**config.mk**
```make
export PLATFORM = sky130hd
export DESIGN_NAME = ewc_top
export DESIGN_NICKNAME = d
export VERILOG_FILES = /design/src/rtl/ewc_pkg.sv /design/src/rtl/ewc_source_slot.sv /design/src/rtl/ewc_top.sv
export SDC_FILE = /design/constraint.sdc
export NUM_CORES = 1
export LEC_CHECK = 0
export ABC_AREA = 1
export BUFFER_PORTS_ARGS = -buffer_cell sky130_fd_sc_hd__buf_2
export CORE_MARGIN = 2
export CORE_UTILIZATION = 49
export CTS_CLUSTER_SIZE = 20
export DETAILED_ROUTE_END_ITERATION = 10
export PLACE_DENSITY_LB_ADDON = 0.3
export SYNTH_ARGS = -nofsm -noshare
export SYNTH_HDL_FRONTEND = slang
export SYNTH_HIERARCHICAL = 1
export SYNTH_SLANG_ARGS = --single-unit
```
**constraint.sdc**
```tcl
create_clock -name sys_clk_in -period 1.2 [get_ports sys_clk_in]
set_input_delay 0.12 -clock sys_clk_in [delete_from_list [all_inputs] [get_ports sys_clk_in]]
set_output_delay 0.12 -clock sys_clk_in [all_outputs]
set_load 0.03 [all_outputs]
```
**src/rtl/ewc_pkg.sv**
```systemverilog
// Package for the emission wakeup controller: constants, register map and field layout
package ewc_pkg;
	localparam int NUM_SOURCES = 4;
	localparam int SRC_W = 2;
	localparam int TYPE_W = 8;
	localparam logic [TYPE_W-1:0] TYPE_SIG_MIN = 8'h01;
	localparam logic [TYPE_W-1:0] TYPE_SIG_MAX = 8'h05;
	localparam int CTRL_ACTIVE_BIT = 1;
	localparam int CTRL_ALERT_BIT = 0;
	localparam logic [1:0] WAKE_OFF = 2'h0;
	localparam logic [1:0] WAKE_FIRST = 2'h1;
	localparam logic [1:0] WAKE_LAST = 2'h3;
	localparam logic [1:0] WAKE_STEP = 2'h1;
	localparam int ADDR_W = 4;
	localparam int DATA_W = 32;
	localparam logic [ADDR_W-1:0] REG_CTRL = 4'h0;
	localparam logic [ADDR_W-1:0] REG_STATUS = 4'h1;
	localparam logic [ADDR_W-1:0] REG_COUNT = 4'h2;
	localparam int CTRL_ENABLE_BIT = 0;
	localparam int CTRL_FLUSH_BIT = 1;
	localparam int CTRL_OVERRIDE_BIT = 2;
	localparam int STAT_FIELD_LSB = 0;
	localparam int STAT_SRC_LSB = 4;
	localparam int CNT_W = 16;
	localparam logic [DATA_W-1:0] CTRL_RESET = 32'h00000001;
	typedef enum logic [1:0] {EWC_IDLE, EWC_LOAD} ewc_pkt_state_type;
endpackage

```
**src/rtl/ewc_source_slot.sv**
```systemverilog
// One per-source wakeup-active holder
`timescale 1ns/100ps
module ewc_source_slot (
	input wire logic sys_clk_in,
	input wire logic rst_n_in,
	input wire logic upd_in,
	input wire logic active_in,
	input wire logic flush_in,
	output logic active_out
);
	logic active_r;
	always_ff @(posedge sys_clk_in or negedge rst_n_in) begin
		if (!rst_n_in) begin
			active_r <= 1'b0;
		end else if (flush_in) begin
			active_r <= 1'b0;
		end else if (upd_in) begin
			// Source restates its state on every signaling packet, so last word wins
			active_r <= active_in;
		end
	end
	assign active_out = active_r;
endmodule

```
**src/rtl/ewc_top.sv**
```systemverilog
// Emission wakeup controller top: packet intake, source merge, field stepping, registers
//
// Our own choices: strobed register access and the register addresses.
`timescale 1ns/100ps
module ewc_top (
	input wire logic sys_clk_in,
	input wire logic rst_n_in,
	input wire logic pkt_valid_in,
	input wire logic [ewc_pkg::TYPE_W-1:0] pkt_type_in,
	input wire logic [ewc_pkg::SRC_W-1:0] pkt_src_in,
	input wire logic [1:0] pkt_wakeup_ctrl_in,
	input wire logic [ewc_pkg::ADDR_W-1:0] reg_addr_in,
	input wire logic [ewc_pkg::DATA_W-1:0] reg_wdata_in,
	input wire logic reg_wr_in,
	input wire logic reg_rd_in,
	output logic [ewc_pkg::DATA_W-1:0] reg_rdata_out,
	output logic preamble_wake_bit_one_out,
	output logic preamble_wake_bit_two_out,
	output logic wake_on_out
);
	ewc_pkg::ewc_pkt_state_type state_r;
	logic [ewc_pkg::TYPE_W-1:0] type_r;
	logic [ewc_pkg::SRC_W-1:0] src_r;
	logic [1:0] ctrl_r;
	logic [ewc_pkg::DATA_W-1:0] ctrl_reg_r;
	logic [1:0] field_r;
	logic [1:0] field_nxt;
	logic combined_r;
	logic [ewc_pkg::CNT_W-1:0] alert_cnt_r;
	logic [ewc_pkg::DATA_W-1:0] rdata_r;
	logic [ewc_pkg::NUM_SOURCES-1:0] src_active;
	logic [ewc_pkg::NUM_SOURCES-1:0] src_upd;
	logic sig_type;
	logic load;
	logic alert;
	logic combined;
	logic enable;
	logic flush;
	logic override;

	assign enable = ctrl_reg_r[ewc_pkg::CTRL_ENABLE_BIT];
	assign override = ctrl_reg_r[ewc_pkg::CTRL_OVERRIDE_BIT];
	assign flush = reg_wr_in && (reg_addr_in == ewc_pkg::REG_CTRL)
		&& reg_wdata_in[ewc_pkg::CTRL_FLUSH_BIT];

	// Packet header is registered once so the field update sees stable values
	always_ff @(posedge sys_clk_in or negedge rst_n_in) begin
		if (!rst_n_in) begin
			state_r <= ewc_pkg::EWC_IDLE;
		end else begin
			case (state_r)
				ewc_pkg::EWC_IDLE: begin
					if (pkt_valid_in && enable) begin
						state_r <= ewc_pkg::EWC_LOAD;
					end
				end
				ewc_pkg::EWC_LOAD: begin
					if (!(pkt_valid_in && enable)) begin
						state_r <= ewc_pkg::EWC_IDLE;
					end
				end
				default: begin
					state_r <= ewc_pkg::EWC_IDLE;
				end
			endcase
		end
	end

	// Header only moves on a taken packet, so idle lines never reach the slots
	always_ff @(posedge sys_clk_in or negedge rst_n_in) begin
		if (!rst_n_in) begin
			type_r <= '0;
			src_r <= '0;
			ctrl_r <= '0;
		end else if (pkt_valid_in && enable) begin
			type_r <= pkt_type_in;
			src_r <= pkt_src_in;
			ctrl_r <= pkt_wakeup_ctrl_in;
		end
	end

	assign sig_type = (type_r >= ewc_pkg::TYPE_SIG_MIN)
		&& (type_r <= ewc_pkg::TYPE_SIG_MAX);
	assign load = (state_r == ewc_pkg::EWC_LOAD) && sig_type;
	// Alert flag only counts on a valid signaling packet from an active source
	assign alert = load && ctrl_r[ewc_pkg::CTRL_ALERT_BIT]
		&& ctrl_r[ewc_pkg::CTRL_ACTIVE_BIT];

	genvar gi;
	generate
		for (gi = 0; gi < ewc_pkg::NUM_SOURCES; gi++) begin : g_src
			assign src_upd[gi] = load && (src_r == ewc_pkg::SRC_W'(gi));
			ewc_source_slot u_slot (
				.sys_clk_in(sys_clk_in),
				.rst_n_in(rst_n_in),
				.upd_in(src_upd[gi]),
				.active_in(ctrl_r[ewc_pkg::CTRL_ACTIVE_BIT]),
				.flush_in(flush),
				.active_out(src_active[gi])
			);
		end
	endgenerate

	// A source clearing its bit only drops the field if every other source bit and the override bit are clear
	assign combined = (|src_active) || override;

	always_comb begin
		field_nxt = field_r;
		if (!combined) begin
			field_nxt = ewc_pkg::WAKE_OFF;
		end else if (field_r == ewc_pkg::WAKE_OFF) begin
			// Off-to-on starts at 1, with or without an alert on this packet
			field_nxt = ewc_pkg::WAKE_FIRST;
		end else if (alert) begin
			if (field_r == ewc_pkg::WAKE_LAST) begin
				field_nxt = ewc_pkg::WAKE_FIRST;
			end else begin
				field_nxt = field_r + ewc_pkg::WAKE_STEP;
			end
		end
	end

	// Preamble bits load from field_nxt on the same edge as the field, so they always match it
	always_ff @(posedge sys_clk_in or negedge rst_n_in) begin
		if (!rst_n_in) begin
			field_r <= ewc_pkg::WAKE_OFF;
		end else begin
			field_r <= field_nxt;
		end
	end

	always_ff @(posedge sys_clk_in or negedge rst_n_in) begin
		if (!rst_n_in) begin
			combined_r <= 1'b0;
		end else begin
			combined_r <= combined;
		end
	end

	always_ff @(posedge sys_clk_in or negedge rst_n_in) begin
		if (!rst_n_in) begin
			preamble_wake_bit_one_out <= 1'b0;
			preamble_wake_bit_two_out <= 1'b0;
		end else begin
			preamble_wake_bit_one_out <= field_nxt[1];
			preamble_wake_bit_two_out <= field_nxt[0];
		end
	end

	always_ff @(posedge sys_clk_in or negedge rst_n_in) begin
		if (!rst_n_in) begin
			wake_on_out <= 1'b0;
		end else begin
			wake_on_out <= combined;
		end
	end

	always_ff @(posedge sys_clk_in or negedge rst_n_in) begin
		if (!rst_n_in) begin
			ctrl_reg_r <= ewc_pkg::CTRL_RESET;
		end else if (reg_wr_in && reg_addr_in == ewc_pkg::REG_CTRL) begin
			// Flush bit is self-clearing and never stored
			ctrl_reg_r <= reg_wdata_in;
			ctrl_reg_r[ewc_pkg::CTRL_FLUSH_BIT] <= 1'b0;
		end
	end

	// Count of accepted alerts; a write to the counter clears it, a coincident alert wins
	always_ff @(posedge sys_clk_in or negedge rst_n_in) begin
		if (!rst_n_in) begin
			alert_cnt_r <= '0;
		end else if (alert && combined) begin
			alert_cnt_r <= alert_cnt_r + 16'h0001;
		end else if (reg_wr_in && reg_addr_in == ewc_pkg::REG_COUNT) begin
			alert_cnt_r <= '0;
		end
	end

	always_ff @(posedge sys_clk_in or negedge rst_n_in) begin
		if (!rst_n_in) begin
			rdata_r <= '0;
		end else if (reg_rd_in) begin
			case (reg_addr_in)
				ewc_pkg::REG_CTRL: rdata_r <= ctrl_reg_r;
				ewc_pkg::REG_STATUS: begin
					rdata_r <= '0;
					rdata_r[ewc_pkg::STAT_FIELD_LSB +: 2] <= field_r;
					rdata_r[ewc_pkg::STAT_SRC_LSB +: ewc_pkg::NUM_SOURCES] <= src_active;
				end
				ewc_pkg::REG_COUNT: rdata_r <= ewc_pkg::DATA_W'(alert_cnt_r);
				default: rdata_r <= '0;
			endcase
		end else begin
			rdata_r <= '0;
		end
	end
	assign reg_rdata_out = rdata_r;

	chk_off_when_idle: assert property (
		@(posedge sys_clk_in) disable iff (!rst_n_in)
		!combined_r |-> field_r == ewc_pkg::WAKE_OFF)
		else $error("field not zero while off");

	chk_on_nonzero: assert property (
		@(posedge sys_clk_in) disable iff (!rst_n_in)
		combined_r |-> field_r != ewc_pkg::WAKE_OFF)
		else $error("field zero while on");

	chk_alert_step: assert property (
		@(posedge sys_clk_in) disable iff (!rst_n_in)
		(alert && combined && field_r == ewc_pkg::WAKE_FIRST) |=> field_r == ewc_pkg::WAKE_FIRST + ewc_pkg::WAKE_STEP)
		else $error("alert did not advance field");

	chk_alert_third: assert property (
		@(posedge sys_clk_in) disable iff (!rst_n_in)
		(alert && combined && field_r == ewc_pkg::WAKE_FIRST + ewc_pkg::WAKE_STEP) |=> field_r == ewc_pkg::WAKE_LAST)
		else $error("alert did not reach last state");

	chk_wrap_three: assert property (
		@(posedge sys_clk_in) disable iff (!rst_n_in)
		(alert && combined && field_r == ewc_pkg::WAKE_LAST) |=> field_r == ewc_pkg::WAKE_FIRST)
		else $error("field did not wrap to one");

	chk_hold_noalert: assert property (
		@(posedge sys_clk_in) disable iff (!rst_n_in)
		(!alert && combined && field_r != ewc_pkg::WAKE_OFF) |=> $stable(field_r))
		else $error("field moved without alert");

	chk_first_on: assert property (
		@(posedge sys_clk_in) disable iff (!rst_n_in)
		(combined && field_r == ewc_pkg::WAKE_OFF) |=> field_r == ewc_pkg::WAKE_FIRST)
		else $error("turn on did not start at one");

	chk_clear_drops: assert property (
		@(posedge sys_clk_in) disable iff (!rst_n_in)
		(!combined && field_r != ewc_pkg::WAKE_OFF) |=> field_r == ewc_pkg::WAKE_OFF)
		else $error("field stayed on after all requests cleared");

	chk_stay_on: assert property (
		@(posedge sys_clk_in) disable iff (!rst_n_in)
		(combined && field_r != ewc_pkg::WAKE_OFF) |=> field_r != ewc_pkg::WAKE_OFF)
		else $error("field returned to zero while on");

	chk_type_gate: assert property (
		@(posedge sys_clk_in) disable iff (!rst_n_in)
		(state_r == ewc_pkg::EWC_LOAD && !sig_type && !flush) |=> $stable(src_active))
		else $error("non-signaling packet changed state");

	chk_src_hold: assert property (
		@(posedge sys_clk_in) disable iff (!rst_n_in)
		(!load && !flush) |=> $stable(src_active))
		else $error("source bit moved without a packet");

	chk_src_update: assert property (
		@(posedge sys_clk_in) disable iff (!rst_n_in)
		(load && !flush) |=> src_active[$past(src_r)] == $past(ctrl_r[ewc_pkg::CTRL_ACTIVE_BIT]))
		else $error("source bit did not take packet state");

	chk_flush_clear: assert property (
		@(posedge sys_clk_in) disable iff (!rst_n_in)
		flush |=> src_active == '0)
		else $error("flush left a source bit set");

	chk_merge_or: assert property (
		@(posedge sys_clk_in) disable iff (!rst_n_in)
		(|src_active) |-> ##1 wake_on_out)
		else $error("merged request not shown");

	chk_merge_off: assert property (
		@(posedge sys_clk_in) disable iff (!rst_n_in)
		(!(|src_active) && !override) |=> !wake_on_out)
		else $error("request shown with no source active");

	chk_lone_alert: assert property (
		@(posedge sys_clk_in) disable iff (!rst_n_in)
		(state_r == ewc_pkg::EWC_LOAD && !ctrl_r[ewc_pkg::CTRL_ACTIVE_BIT] && combined && field_r != ewc_pkg::WAKE_OFF) |=> $stable(field_r))
		else $error("alert without active flag moved field");

	chk_pins_unit: assert property (
		@(posedge sys_clk_in) disable iff (!rst_n_in)
		{preamble_wake_bit_one_out, preamble_wake_bit_two_out} == field_r)
		else $error("preamble bits differ from field");

	chk_pins_on: assert property (
		@(posedge sys_clk_in) disable iff (!rst_n_in)
		wake_on_out == (preamble_wake_bit_one_out || preamble_wake_bit_two_out))
		else $error("preamble bits disagree with on state");

	chk_disabled_drop: assert property (
		@(posedge sys_clk_in) disable iff (!rst_n_in)
		(pkt_valid_in && !enable) |=> !load)
		else $error("packet taken while disabled");

	chk_count_step: assert property (
		@(posedge sys_clk_in) disable iff (!rst_n_in)
		(alert && combined) |=> alert_cnt_r == $past(alert_cnt_r) + 16'h0001)
		else $error("accepted alert not counted");

	chk_count_clear: assert property (
		@(posedge sys_clk_in) disable iff (!rst_n_in)
		(reg_wr_in && reg_addr_in == ewc_pkg::REG_COUNT && !(alert && combined)) |=> alert_cnt_r == '0)
		else $error("counter write did not clear");

	chk_rdata_idle: assert property (
		@(posedge sys_clk_in) disable iff (!rst_n_in)
		!reg_rd_in |=> reg_rdata_out == '0)
		else $error("read data shown without a read");

	chk_flush_self: assert property (
		@(posedge sys_clk_in) disable iff (!rst_n_in)
		(reg_wr_in && reg_addr_in == ewc_pkg::REG_CTRL) |=> !ctrl_reg_r[ewc_pkg::CTRL_FLUSH_BIT])
		else $error("flush bit was stored");
endmodule

```
* Word level (Yosys, flattened, before mapping)
Index checks and enable logic that the tools add are counted.
** Operators by class
- $add $sub $neg :: 2
- Multiply operators :: 0
- Div/mod/pow operators :: 0
- Magnitude comparators :: 2
- Equality and inequality tests :: 9
- Shift-type cells :: 0
- Mux-type cells :: 19
- Bitwise operators :: 0
- Reduce and logical (&&, ||, !) cells :: 25
** Operators by type and width (number)
- one-hot mux 32 bit (3 select lines) :: 1
- 2-to-1 mux 16 bit :: 2
- 2-to-1 mux 32 bit :: 1
- adder 16 x 1 -> 16 bit (second input constant) :: 1
- logical AND 1 bit :: 13
- 2-to-1 mux 2 bit :: 6
- nonzero test 2 bit :: 5
- >= comparator 8 x 1 -> 1 bit (second input constant) :: 1
- less-or-equal comparator 8 x 3 -> 1 bit (second input constant) :: 1
- 2-to-1 mux 1 bit :: 8
- equality test 2 bit (second input constant) :: 3
- logical NOT 2 bit :: 3
- equality test 2 x 1 -> 1 bit (second input constant) :: 2
- equality test 4 x 1 -> 1 bit (second input constant) :: 1
- equality test 4 x 2 -> 1 bit (second input constant) :: 1
- logical NOT 4 bit :: 1
- inequality test 2 bit (second input constant) :: 2
- one-hot mux 2 bit (2 select lines) :: 1
- OR reduction 4 bit :: 1
- adder 2 x 1 -> 2 bit (second input constant) :: 1
- AND reduction 2 bit :: 1
- logical OR 1 bit :: 1
** Storage, ports and cells
- Register bits :: 102
- Latch bits :: 0
- RAM bits :: 0
- Bits in read-only memories :: 0
- Output and inout bits :: 35
- Logic and storage cells :: 72
- Memories :: 0

* Logic depth before layout (Yosys ltp)
Gate-level depths: netlist (run 1).
- Word-level depth :: 8
- Gate-level depth with buffers :: 10
- Mapped depth without buffers :: 10

* Modules after synthesis
The synthesis (run 1) kept the hierarchy.
** Modules (own cells, without submodules)
- ewc_top :: instances 1, cells an instance 508, area an instance 4219.0 um^2
- ewc_source_slot :: instances 4, cells an instance 6, area an instance 45.0 um^2

* Least setup slack after synthesis (run 1)
OpenSTA, ideal clock, no wires.
- Path type :: input port to flip-flop
- From :: input port reg_addr_in[3] (netlist bit)
- To :: register g_src[0].u_slot.active_r
- Setup time :: 0.117 ns
- Data arrival time :: 1.260 ns
- Path slack :: -0.176 ns
- Stages :: 10
- Path buffers :: 2
- Cells stage by stage :: nor2_2 nand3_1 inv_2 nand2_1 buf_2 buf_6 nor2_1 nor2_1 nand2_1 nand2_1
** Between the ends
- Cells in the longest elaborated chain, start to end :: 4
- Elaborated cells on any way between the ends :: 5
- Classes of those cells :: 1 x mux; 4 x reduce/logical
** RTL lines
- start: declaration :: line ewc_top.sv:12 : input wire logic [ewc_pkg::ADDR_W-1:0] reg_addr_in,
- logical NOT 4 bit (*) :: line ewc_top.sv:43 : assign flush = reg_wr_in && (reg_addr_in == ewc_pkg::REG_CTRL)
- logical AND 1 bit (*) :: line ewc_top.sv:43
- logical AND 1 bit (*) :: line ewc_top.sv:44 : && reg_wdata_in[ewc_pkg::CTRL_FLUSH_BIT];
- net flush :: line ewc_top.sv:38 : logic flush;
- 2-to-1 mux 1 bit or nonzero test 2 bit (tied branches)
- end signal: assignment :: line ewc_source_slot.sv:19 : active_r <= active_in;
- end: declaration :: line ewc_source_slot.sv:11 : logic active_r;
Mark *: on every way through the listed nets, which the timed path passes. The rest lies on a longest branch.
A chain may end at the register's enable or synchronous reset.

* Worst setup path in the final report (run 1)
- From :: register type_r[5] (netlist bit)
- To :: register alert_cnt_r[13] (netlist bit)
** Between the ends
- Cells in the longest elaborated chain, start to end :: 7
- Elaborated cells on any way between the ends :: 9
- Classes of those cells :: 2 x order compare; 1 x mux; 6 x reduce/logical
** RTL lines
- start: declaration :: line ewc_top.sv:22 : logic [ewc_pkg::TYPE_W-1:0] type_r;
- start signal: assignment :: line ewc_top.sv:76 : type_r <= pkt_type_in;
- >= comparator 8 x 1 -> 1 bit or less-or-equal comparator 8 x 3 -> 1 bit (tied branches) :: line ewc_top.sv:82, ewc_top.sv:83
- logical AND 1 bit (*) :: line ewc_top.sv:83 : && (type_r <= ewc_pkg::TYPE_SIG_MAX);
- logical AND 1 bit (*) :: line ewc_top.sv:84 : assign load = (state_r == ewc_pkg::EWC_LOAD) && sig_type;
- logical AND 1 bit (*) :: line ewc_top.sv:86 : assign alert = load && ctrl_r[ewc_pkg::CTRL_ALERT_BIT]
- logical AND 1 bit (*) :: line ewc_top.sv:87 : && ctrl_r[ewc_pkg::CTRL_ACTIVE_BIT];
- logical AND 1 bit (*) :: line ewc_top.sv:172 : end else if (alert && combined) begin
- 2-to-1 mux 16 bit or nonzero test 2 bit (tied branches)
- end signal: assignment :: line ewc_top.sv:173 : alert_cnt_r <= alert_cnt_r + 16'h0001;
- end: declaration :: line ewc_top.sv:29 : logic [ewc_pkg::CNT_W-1:0] alert_cnt_r;
Every way passes the cells marked *; elsewhere a longest branch is shown, timed or not.

==> flow_metrics.tcl, run 1 <==
set metrics [dict create \
    synth_top_cell_area_share_pct 55.7 \
    relSlewSlack_pct 76.4 \
    finalMaxSlewViolations 0 \
    ys_seq_elements 99 \
    seqCellArea_um2 2480 \
    finalWeightedCongestion 0.923 \
    clock_latency_ns 0.37 \
    drt_pass1_iterations 6 \
    h-tree-depth 3 \
    synth_common_cells "nand2_1 (172), dfrtp_1 (98), nor2_1 (60), inv_1 (57), nand3_1 (43)" \
    power.switching_mw 2.93 \
    p_int_mw 6.00 \
    combPwrFrac_pct 25.5 \
    place_hpwl_um 7670 \
    rr_startpoint "type_r[5]$_DFFE_PN0P_" \
    synth_area_leaders "dfrtp_1 (56%), nand2_1 (15%), nor2_1 (5.1%)" \
    avgRoutedWirePerCell_um 13.3 \
    finalSetupViolCount 20 \
    num_io_pins 88 \
    cts_buffer_depth 2 \
    clkTransAtPathRegs_ns 0.10 \
    grt_max_degree 45 \
    ant_nets 0 \
    ff2ff_setup_slack_ns -0.22 \
    core_um2 8720 \
    cts.sinks 99 \
    power.density_nw_per_um2 1500 \
    synth-edff-count 0 \
    setup-tns-final_ns -3.21 \
    power_switching_share_pct 32.8 \
    pwr-share-clk_pct 25.7 \
    antenna_found_initial 0 \
    drc 0 \
    syn_to_final_growth_pct 35.7 \
    violations "setup timing" \
    syn_area_per_cell_um2 8.27 \
    syn_area_um2 4400 \
    synth_mux_area_share_pct 0 \
    synth_top_family_by_area "simple AND/OR/NAND/NOR gates" \
    overflow 0 \
    multiInputGateArea_um2 1680 \
    cts_tree "built" \
    viasPerCell 5.08 \
    arrival_ns 1.72 \
    period_needed_ns 1.42 \
    synth-xor-area-share_pct 0.796 \
    syn-instance-count 532 \
    worst_pin_slew_ns 0.354 \
    hold_class "in -> reg" \
    synth-main-ff-cell "dfrtp_1" \
    cp-start-kind "flop" \
    critPathKind "reg -> reg" \
    endpoint "alert_cnt_r[13]$_DFFE_PN0P_" \
    stdcell_count 813 \
    postLayoutSetupSlackWorst_ns -0.220 \
    pwr-share-seq_pct 48.9 \
    rows 34 \
    hold_viol_final 0 \
    finalCritPeriodShare_pct 118 \
    chipWidth_um 98.8 \
    numCtsBuffers 9 \
    yosysMostFrequentCell "nand2_1" \
    clock-root-buffer "clkbuf_8" \
    critPathMaxFanout 5 \
    port_buffers 87 \
    yosys.area_share.simple_pct 29.0 \
    dieArea_um2 9750 \
    async_flop_share_pct 100 \
    fin_hold_ws_ns 0.0103 \
    p_leak_nw 3.26 \
    drv_cap 0 \
    ys_seq_area_share_pct 56.3 \
    max_freq_ghz 0.704 \
    yosys.cell_types.count 29 \
    grt_pass1_vias 4047 \
    yosys.area.top_type "dfrtp_1" \
    grt_pass1_wl_um 18200 \
    drt-total-wl_um 10800 \
    ys_warn_count 6 \
    initial_utilization_pct 50.4 \
    grtUsageTotal_pct 23.1 \
    placed_cells 761 \
    synthAdderAreaFrac_pct 0.569 \
    drtIter0Drc 229 \
    critPathRequiredTime_ns 1.50 \
    max-vdd-ir-drop_mv 0.866 \
    crit_path_end_kind "flop" \
    rr_worst_depth 8 \
    fillCellCount 687 \
    finalClockSkew_ns 0.0132 \
    cp-startpoint "type_r[5]$_DFFE_PN0P_" \
    drive_gt1_share_pct 28.7 \
    synth-compound-area-share_pct 5.80 \
    outcome "complete, but fails checks" \
    rsz0062_at_grt "yes" \
    die_height_um 98.8 \
    rr_endpoint "alert_cnt_r[13]$_DFFE_PN0P_" \
    antenna_cells 0 \
    nNetsFinal 755 \
    num_vias 4126 \
    synth_nets 587 \
]
==> final cells by class <==
| cell class | count | share of cell area, % |
|---|---|---|
| sequential | 99 | 41.6 |
| clock buffer | 10 | 2.31 |
| timing repair buffer | 173 | 20.5 |
| multi-input combinational | 355 | 28.2 |
| tap | 108 | 2.26 |
| clock inverter | 6 | 1.28 |
| inverter | 62 | 3.90 |
==> through the flow <==
stage | area (um^2) | worst slack, ns | power (mW) | util, %
2_1_floorplan | 4440 | -0.0655 | 5.43 | -
3_3_place_gp | 5340 | -0.164 | 6.27 | 61.2
3_5_place_dp | 5340 | -0.211 | 6.40 | 61.2
4_1_cts | 5890 | -0.176 | 8.84 | 67.5
5_1_grt | 5970 | -0.315 | 9.46 | 68.5
6_report | 5970 | -0.220 | 8.93 | 68.5
==> sequential cells by signal, indices dropped and copies added (netlist names) <==
| register | cells |
|---|---|
| wake_on_out | 1 |
| alert_cnt_r | 16 |
| state_r | 1 |
| g_src.u_slot/active_out | 4 |
| src_r | 2 |
| field_r | 2 |
| ctrl_r | 2 |
| reg_rdata_out | 32 |
| type_r | 8 |
| ctrl_reg_r | 31 |
==> what timing repair did <==
action | 4_1_cts | 5_1_grt
hold endpoints to repair | 125 | 0
gates cloned | 1 | 0
hold buffers | 27 | 0
resized for setup | 9 | 15
pin swaps | 10 | 3
buffers inserted | 3 | 5
setup endpoints to repair | 23 | 23
==> how the worst min path moves through the flow <==
| stage | start | to | slack (ns) | depth (start not counted) |
|---|---|---|---|---|
| finish | reg_wdata_in[5] | ctrl_reg_r[5]$_DFFE_PN0P_ | 0.01 | 3 |
| global route | reg_wdata_in[6] | ctrl_reg_r[6]$_DFFE_PN0P_ | 0.007 | 3 |
| CTS | reg_wdata_in[5] | ctrl_reg_r[5]$_DFFE_PN0P_ | 0.003 | 3 |
| detailed placement | rst_n_in | reg_rdata_out[24]$_DFF_PN0_ | -0.01 | 1 |
| global placement | rst_n_in | reg_rdata_out[24]$_DFF_PN0_ | -0.01 | 1 |
| floorplan | rst_n_in | alert_cnt_r[0]$_DFFE_PN0P_ | -0.18 | 0 |
==> power by group through the flow <==
| stage | Sequential (mW) | Combinational (mW) | Clock, mW |
|---|---|---|---|
| 2_1_floorplan | 4.43 | 1.00 | 0 |
| 3_3_place_gp | 4.36 | 1.91 | 0 |
| 3_5_place_dp | 4.40 | 2.00 | 0 |
| 4_1_cts | 4.34 | 2.16 | 2.34 |
| 5_1_grt | 4.43 | 2.55 | 2.48 |
| 6_report | 4.36 | 2.28 | 2.29 |
==> critical path: stages, from the launching register on <==
cell     delay, ns
dfrtp_1       0.39
nor2_1        0.12
nand2_1       0.09
nor2_4        0.14
nand4_1       0.14
buf_6         0.16
nor2_4        0.18
nand2_1       0.07
nand2_1       0.06
==> placed cells by master (no fill, tap or decap), types with 2 or more instances in the layout <==
| master | instances |
|---|---|
| dlygate4sd3_1 | 27 |
| nor2_4 | 7 |
| nand4_1 | 5 |
| inv_1 | 55 |
| buf_6 | 5 |
| inv_2 | 6 |
| buf_4 | 52 |
| o21ai_0 | 6 |
| clkbuf_8 | 10 |
| nand2_1 | 168 |
| nor2_2 | 3 |
| o21ai_2 | 2 |
| inv_6 | 3 |
| buf_12 | 4 |
| dfrtp_2 | 2 |
| nand3_1 | 40 |
| buf_2 | 85 |
| nor3_2 | 3 |
| nand2_2 | 9 |
| dfrtp_1 | 96 |
| o21bai_1 | 3 |
| nor2_1 | 58 |
| a21oi_1 | 28 |
| o211ai_1 | 4 |
| nand3_2 | 3 |
| o21ai_1 | 3 |
| xor2_1 | 4 |
==> per-layer routing <==
| layer | part of all wire (%) | vias to the layer above | global-route usage (%) | routed length [um] |
|---|---|---|---|---|
| met1 | 44 | 1979 | 30.9 | 4730 |
| met3 | 4.8 | 22 | 3.26 | 516 |
| met2 | 50 | 135 | 38.7 | 5370 |
| li1 | - | 1990 | - | - |
| met5 | 0 | - | 0 | 0 |
| met4 | 1.9 | 0 | 8.64 | 210 |
==> cells by family after synthesis <==
family          after synthesis
compound gates               47
xor+xnor                      4
simple gates                301
flops                        99
buf+inv                      79
fa+ha+maj                     2
Power figures use the tool's default switching activity.
==> inputs of run 2 (changes only) <==
--- a/config.mk
+++ b/config.mk
@@ -7,10 +7,10 @@
 export LEC_CHECK = 0
 export ABC_AREA = 1
 export BUFFER_PORTS_ARGS = -buffer_cell sky130_fd_sc_hd__buf_2
-export CORE_MARGIN = 2
 export CORE_UTILIZATION = 49
 export CTS_CLUSTER_SIZE = 20
 export DETAILED_ROUTE_END_ITERATION = 10
+export GPL_TIMING_DRIVEN = 0
 export PLACE_DENSITY_LB_ADDON = 0.3
 export SYNTH_ARGS = -nofsm -noshare
 export SYNTH_HDL_FRONTEND = slang
==> run 2 against run 1 <==
The run still ends with setup timing left. First-iteration DRC count down 5.7%. Sequential power up 1%. Critical path depth unchanged. Clock skew down 0.00079 ns. Register-to-register slack better by 0.02 ns. Worst setup slack better by 0.020 ns. Clock power down 6%. Cell area down 4.7%. Die area down 4.0%.
==> flow_metrics.tcl, run 2 (synthesis results as in run 1) <==
set metrics [dict create \
    chipWidth_um 96.8 \
    drtIter0Drc 216 \
    avgRoutedWirePerCell_um 13.1 \
    cts_buffer_depth 2 \
    rsz0062_at_grt "yes" \
    cp-start-kind "flop" \
    max-vdd-ir-drop_mv 0.804 \
    grt_pass1_wl_um 17800 \
    drt-total-wl_um 10200 \
    final_common_cell "nand2_1" \
    cts.sinks 99 \
    rows 34 \
    overflow 0 \
    critPathRequiredTime_ns 1.51 \
    relSlewSlack_pct 61.9 \
    num_vias 3821 \
    largest_register_ffs 32 \
    place_ws_ns -0.321 \
    worstHoldStart "reg_wdata_in[31]" \
    drt_pass1_iterations 5 \
    clock-root-buffer "clkbuf_8" \
    power.density_nw_per_um2 1470 \
    ant_nets 0 \
    finalCritPeriodShare_pct 117 \
    h-tree-depth 3 \
    grtUsageTotal_pct 23.9 \
    period_needed_ns 1.40 \
    violations "setup timing" \
    hold_class "in -> reg" \
    critPathMaxFanout 5 \
    nNetsFinal 724 \
    worst_pin_slew_ns 0.571 \
    clock_latency_ns 0.37 \
    port_buffers 86 \
    p_leak_nw 3.06 \
    num_io_pins 88 \
    die_height_um 96.8 \
    drive_gt1_share_pct 24.0 \
    grt_max_degree 56 \
    min_path_cells 3 \
    max_freq_ghz 0.714 \
    place_hpwl_um 6990 \
    syn_to_final_growth_pct 29.3 \
    drv_cap 0 \
    postLayoutSetupSlackWorst_ns -0.200 \
    report.power.total_mw 8.38 \
    ff2ff_setup_slack_ns -0.20 \
    initial_utilization_pct 50.4 \
    dieArea_um2 9360 \
    antenna_cells 0 \
    finalClockSkew_ns 0.0125 \
    crit_path_end_kind "flop" \
    critPathKind "reg -> reg" \
    rr_worst_depth 8 \
    arrival_ns 1.71 \
    outcome "complete, but fails checks" \
    numCtsBuffers 9 \
    antenna_found_initial 0 \
    cts_tree "built" \
    core_um2 8720 \
    finalWeightedCongestion 0.932 \
    viasPerCell 4.89 \
    drc 0 \
    final_cell_mix "nand2_1 (169), dfrtp_1 (95), buf_2 (92), nor2_1 (57), inv_1 (55)" \
    min_to "ctrl_reg_r[31]$_DFFE_PN0P_" \
    finalMaxSlewViolations 0 \
    rr_startpoint "type_r[5]$_DFFE_PN0P_" \
    grt_pass1_vias 3780 \
    hold_viol_final 0 \
    finalSetupViolCount 22 \
    rr_endpoint "alert_cnt_r[12]$_DFFE_PN0P_" \
    clkTransAtPathRegs_ns 0.10 \
]
-- run 2: how the worst max path moves through the flow --
stage | start | to | slack (ns) | cells after the start
after global placement | rst_n_in | field_r[0]$_DFFE_PN0P_ | -1.09 | 1
after detailed placement | reg_addr_in[3] | g_src[2].u_slot/active_out$_DFFE_PN0P_ | -0.32 | 11
after floorplan | alert_cnt_r[1]$_DFFE_PN0P_ | alert_cnt_r[6]$_DFFE_PN0P_ | -0.07 | 9
final | type_r[5]$_DFFE_PN0P_ | alert_cnt_r[12]$_DFFE_PN0P_ | -0.20 | 8
after global routing | type_r[7]$_DFFE_PN0P_ | alert_cnt_r[0]$_DFFE_PN0P_ | -0.34 | 7
after CTS | type_r[7]$_DFFE_PN0P_ | alert_cnt_r[10]$_DFFE_PN0P_ | -0.18 | 8
-- run 2: per-layer routing --
| metal | global-route usage (%) | vias to the layer above | part of all wire, % |
|---|---|---|---|
| met3 | 4.77 | 13 | 5.5 |
| met1 | 33.4 | 1773 | 46 |
| met2 | 37.9 | 111 | 47 |
| met4 | 7.23 | 0 | 1.5 |
| li1 | - | 1924 | - |
| met5 | 0 | - | 0 |
-- run 2: worst max-delay path, cell delays in order, from the launching register on --
cell	delay [ns]
dfrtp_1	0.40
nor2_1	0.11
nand2_1	0.08
nor2_4	0.15
nand4_1	0.14
buf_6	0.16
nor2_4	0.15
nand2_1	0.07
nand2_1	0.06
-- run 2: cell type report --
class | count | area [um^2]
Buffer | 17 | 118
Clock buffer | 11 | 131
Clock inverter | 5 | 62.6
Fill cell | 711 | 3030
Inverter | 62 | 235
Multi-Input combinational cell | 355 | 1700
Sequential cell | 99 | 2480
Tap cell | 108 | 135
Timing Repair Buffer | 125 | 826
-- run 2: stage by stage --
| stage | std cells | area [um^2] | util [%] | hold slack [ns] | TNS, ns |
|---|---|---|---|---|---|
| 4_1_cts | 781 | 5670 | 65.0 | 0.00530 | -3.04 |
| 2_1_floorplan | 532 | 4440 | - | -0.176 | -0.139 |
| 6_report | 782 | 5690 | 65.2 | 0.00704 | -3.46 |
| 5_1_grt | 782 | 5690 | 65.2 | 0.0139 | -6.48 |
| 3_5_place_dp | 727 | 5030 | 57.7 | 0.154 | -6.60 |
| 3_3_place_gp | 726 | 5000 | 57.4 | 0.313 | -95.93 |
-- run 2: what timing repair did --
item	4_1_cts	5_1_grt
endpoints found under the hold margin	72	0
gates cloned	1	0
resized for setup	19	5
endpoints found under the setup margin	35	31
buffers inserted	8	1
hold buffers	29	0
pin swaps	8	8
-- run 2: power by group --
group          switching (mW)  internal, mW  total, mW
Sequential              0.499          3.92       4.42
Combinational            1.07         0.734       1.81
Clock                    1.18         0.977       2.15
==> inputs of run 3 (changes only) <==
--- a/config.mk
+++ b/config.mk
@@ -7,11 +7,11 @@
 export LEC_CHECK = 0
 export ABC_AREA = 1
 export BUFFER_PORTS_ARGS = -buffer_cell sky130_fd_sc_hd__buf_2
-export CORE_UTILIZATION = 49
+export CORE_UTILIZATION = 55
 export CTS_CLUSTER_SIZE = 20
 export DETAILED_ROUTE_END_ITERATION = 10
 export GPL_TIMING_DRIVEN = 0
-export PLACE_DENSITY_LB_ADDON = 0.3
+export PLACE_DENSITY = 0.8
 export SYNTH_ARGS = -nofsm -noshare
 export SYNTH_HDL_FRONTEND = slang
 export SYNTH_HIERARCHICAL = 1
==> constraint.sdc (replaced) <==
create_clock -name sys_clk_in -period 1.3 [get_ports sys_clk_in]
set_input_delay 0.13 -clock sys_clk_in [delete_from_list [all_inputs] [get_ports sys_clk_in]]
set_output_delay 0.13 -clock sys_clk_in [all_outputs]
set_load 0.02 [all_outputs]
==> run 3 against run 2 <==
Critical path type unchanged. Worst hold slack improved by 0.0055 ns. Via count increased by 4.7%. Non-clock buffer count increased by 4. Clock power decreased by 15%. First-iteration DRC count increased by 8.8%. Cell area increased by 0.31%. Sequential power decreased by 6.6%. Utilization increased by 8.6 points. Wire length increased by 9.7%. Highest routed layer unchanged. Final cell count decreased by 0.26%. Critical path depth unchanged. Fmax decreased by 3.6%. The flow still finishes with violations (setup timing).
==> flow_metrics.tcl, run 3 (synthesis results as in run 1) <==
set metrics [dict create \
    outcome "complete, but fails checks" \
    violations "setup timing" \
    finalClockSkew_ns 0.0117 \
    chipWidth_um 91.4 \
    arrival_ns 1.72 \
    dieArea_um2 8360 \
    num_vias 3999 \
    hold_class "in -> reg" \
    seqCellArea_um2 2480 \
    ant_nets 0 \
    clock-root-buffer "clkbuf_8" \
    clock_latency_ns 0.38 \
    drv_cap 0 \
    p_leak_nw 3.07 \
    finalSetupViolCount 20 \
    multiInputGateArea_um2 1730 \
    finalCritPeriodShare_pct 112 \
    report.power.total_mw 7.65 \
    cp-start-kind "flop" \
    critPathMaxFanout 6 \
    worst_pin_slew_ns 0.460 \
    die_height_um 91.4 \
    port_buffers 86 \
    max-vdd-ir-drop_mv 1.04 \
    antenna_found_initial 0 \
    avgRoutedWirePerCell_um 14.4 \
    rsz0062_at_grt "yes" \
    h-tree-depth 3 \
    cpMostUsedCell "nand2_1" \
    largest_register_ffs 32 \
    ff2ff_setup_slack_ns -0.15 \
    period_needed_ns 1.45 \
    nNetsFinal 728 \
    cts.sinks 99 \
    slowest_delay_ns 0.39 \
    overflow 0 \
    viasPerCell 5.13 \
    cts_tree "built" \
    syn_to_final_growth_pct 29.7 \
    antenna_cells 0 \
    rows 32 \
    core_um2 7730 \
    final_common_cell "nand2_1" \
    finalMaxSlewViolations 0 \
    cts_buffer_depth 2 \
    drc 0 \
    max_freq_ghz 0.689 \
    critPathSlowestCell "dfrtp_1" \
    clkTransAtPathRegs_ns 0.10 \
    grt_pass1_vias 3892 \
    drt-total-wl_um 11200 \
    grtUsageTotal_pct 28.0 \
    crit_path_end_kind "flop" \
    hold_viol_final 0 \
    final_cell_mix "nand2_1 (169), buf_2 (94), dfrtp_1 (93), nor2_1 (57), inv_1 (56)" \
    drt_pass1_iterations 4 \
    relSlewSlack_pct 69.3 \
    finalWeightedCongestion 0.866 \
    initial_utilization_pct 56.9 \
    postLayoutSetupSlackWorst_ns -0.151 \
    drive_gt1_share_pct 25.7 \
    path_cells "nor2_1 > nand2_1 > nor2_4 > buf_6 > nand4_4 > buf_2 > nand3_1 > nand2_1" \
    setup-tns-final_ns -2.04 \
    grt_max_degree 76 \
    grt_pass1_wl_um 18100 \
    num_io_pins 88 \
    place_hpwl_um 7350 \
    critPathKind "reg -> reg" \
    fillCellCount 545 \
    drtIter0Drc 235 \
    critPathRequiredTime_ns 1.57 \
    power.density_nw_per_um2 1340 \
    numCtsBuffers 9 \
    critPathBufInv 2 \
    path_delay_family "simple AND/OR/NAND/NOR gates" \
]
run 3: cell types whose count changed in the layout (fill, tap and decap cells not counted), sizes merged:
| cell | change |
|---|---|
| dlygate4sd3 | -2 |
| clkinv | +1 |
| bufinv | -1 |
| buf | +5 |
| inv | +1 |
run 3: power breakdown:
| group | internal [mW] | switching (mW) |
|---|---|---|
| clock network | 0.717 | 1.12 |
| registers | 3.62 | 0.501 |
| logic | 0.677 | 1.01 |
run 3: metal layers:
layer / vias up / track usage [%] / part of all wire, %
met3: 27 / 7.04 / 6.3
met4: 0 / 9.39 / 2.7
met5: - / 0 / 0
met2: 148 / 45.6 / 49
met1: 1895 / 36.6 / 42
li1: 1929 / - / -
run 3: path summary, 6_finish.rpt:
path	startpoint	end	cells past startpoint
min in group asynchronous	rst_n_in	reg_rdata_out[23]$_DFF_PN0_	2
max in group asynchronous	rst_n_in	ctrl_reg_r[0]$_DFFE_PN1P_	3
max	type_r[6]$_DFFE_PN0P_	alert_cnt_r[6]$_DFFE_PN0P_	8
min reg2reg	ctrl_reg_r[12]$_DFFE_PN0P_	ctrl_reg_r[12]$_DFFE_PN0P_	2
min	reg_wdata_in[14]	ctrl_reg_r[14]$_DFFE_PN0P_	3
max reg2reg	type_r[6]$_DFFE_PN0P_	alert_cnt_r[6]$_DFFE_PN0P_	8
run 3: worst reg2reg max path, cell delays in order (launching register included):
cell	delay, ns
dfrtp_1	0.39
nor2_1	0.10
nand2_1	0.09
nor2_4	0.16
buf_6	0.12
nand4_4	0.13
buf_2	0.21
nand3_1	0.09
nand2_1	0.06
run 3: timing repair:
action                                  in CTS  in global routing
resized for setup                           14                 26
buffers inserted                             4                  9
pin swaps                                    1                 10
endpoints found under the hold margin       50                  0
endpoints found under the setup margin      30                 31
hold buffers                                27                  0
gates cloned                                 0                  3
run 3: cell type report:
class | count | share of cell area (%)
sequential | 99 | 43.6
multi-input combinational | 355 | 30.3
timing repair buffer | 129 | 14.9
inverter | 62 | 4.08
clock buffer | 10 | 2.24
tap | 102 | 2.24
buffer | 17 | 1.89
clock inverter | 6 | 0.855
run 3: per-stage QoR:
stage | cell area (um^2) | hold WS (ns) | setup slack (ns) | util [%] | instances
after floorplan | 4400 | -0.166 | 0.0153 | - | 532
after global placement | 4960 | 0.323 | -0.803 | 64.2 | 720
after detailed placement | 4990 | 0.0614 | -0.314 | 64.6 | 721
after CTS | 5520 | 0.00187 | -0.0808 | 71.5 | 768
after global routing | 5700 | 0.00798 | -0.236 | 73.8 | 780
final | 5700 | 0.0125 | -0.151 | 73.8 | 780
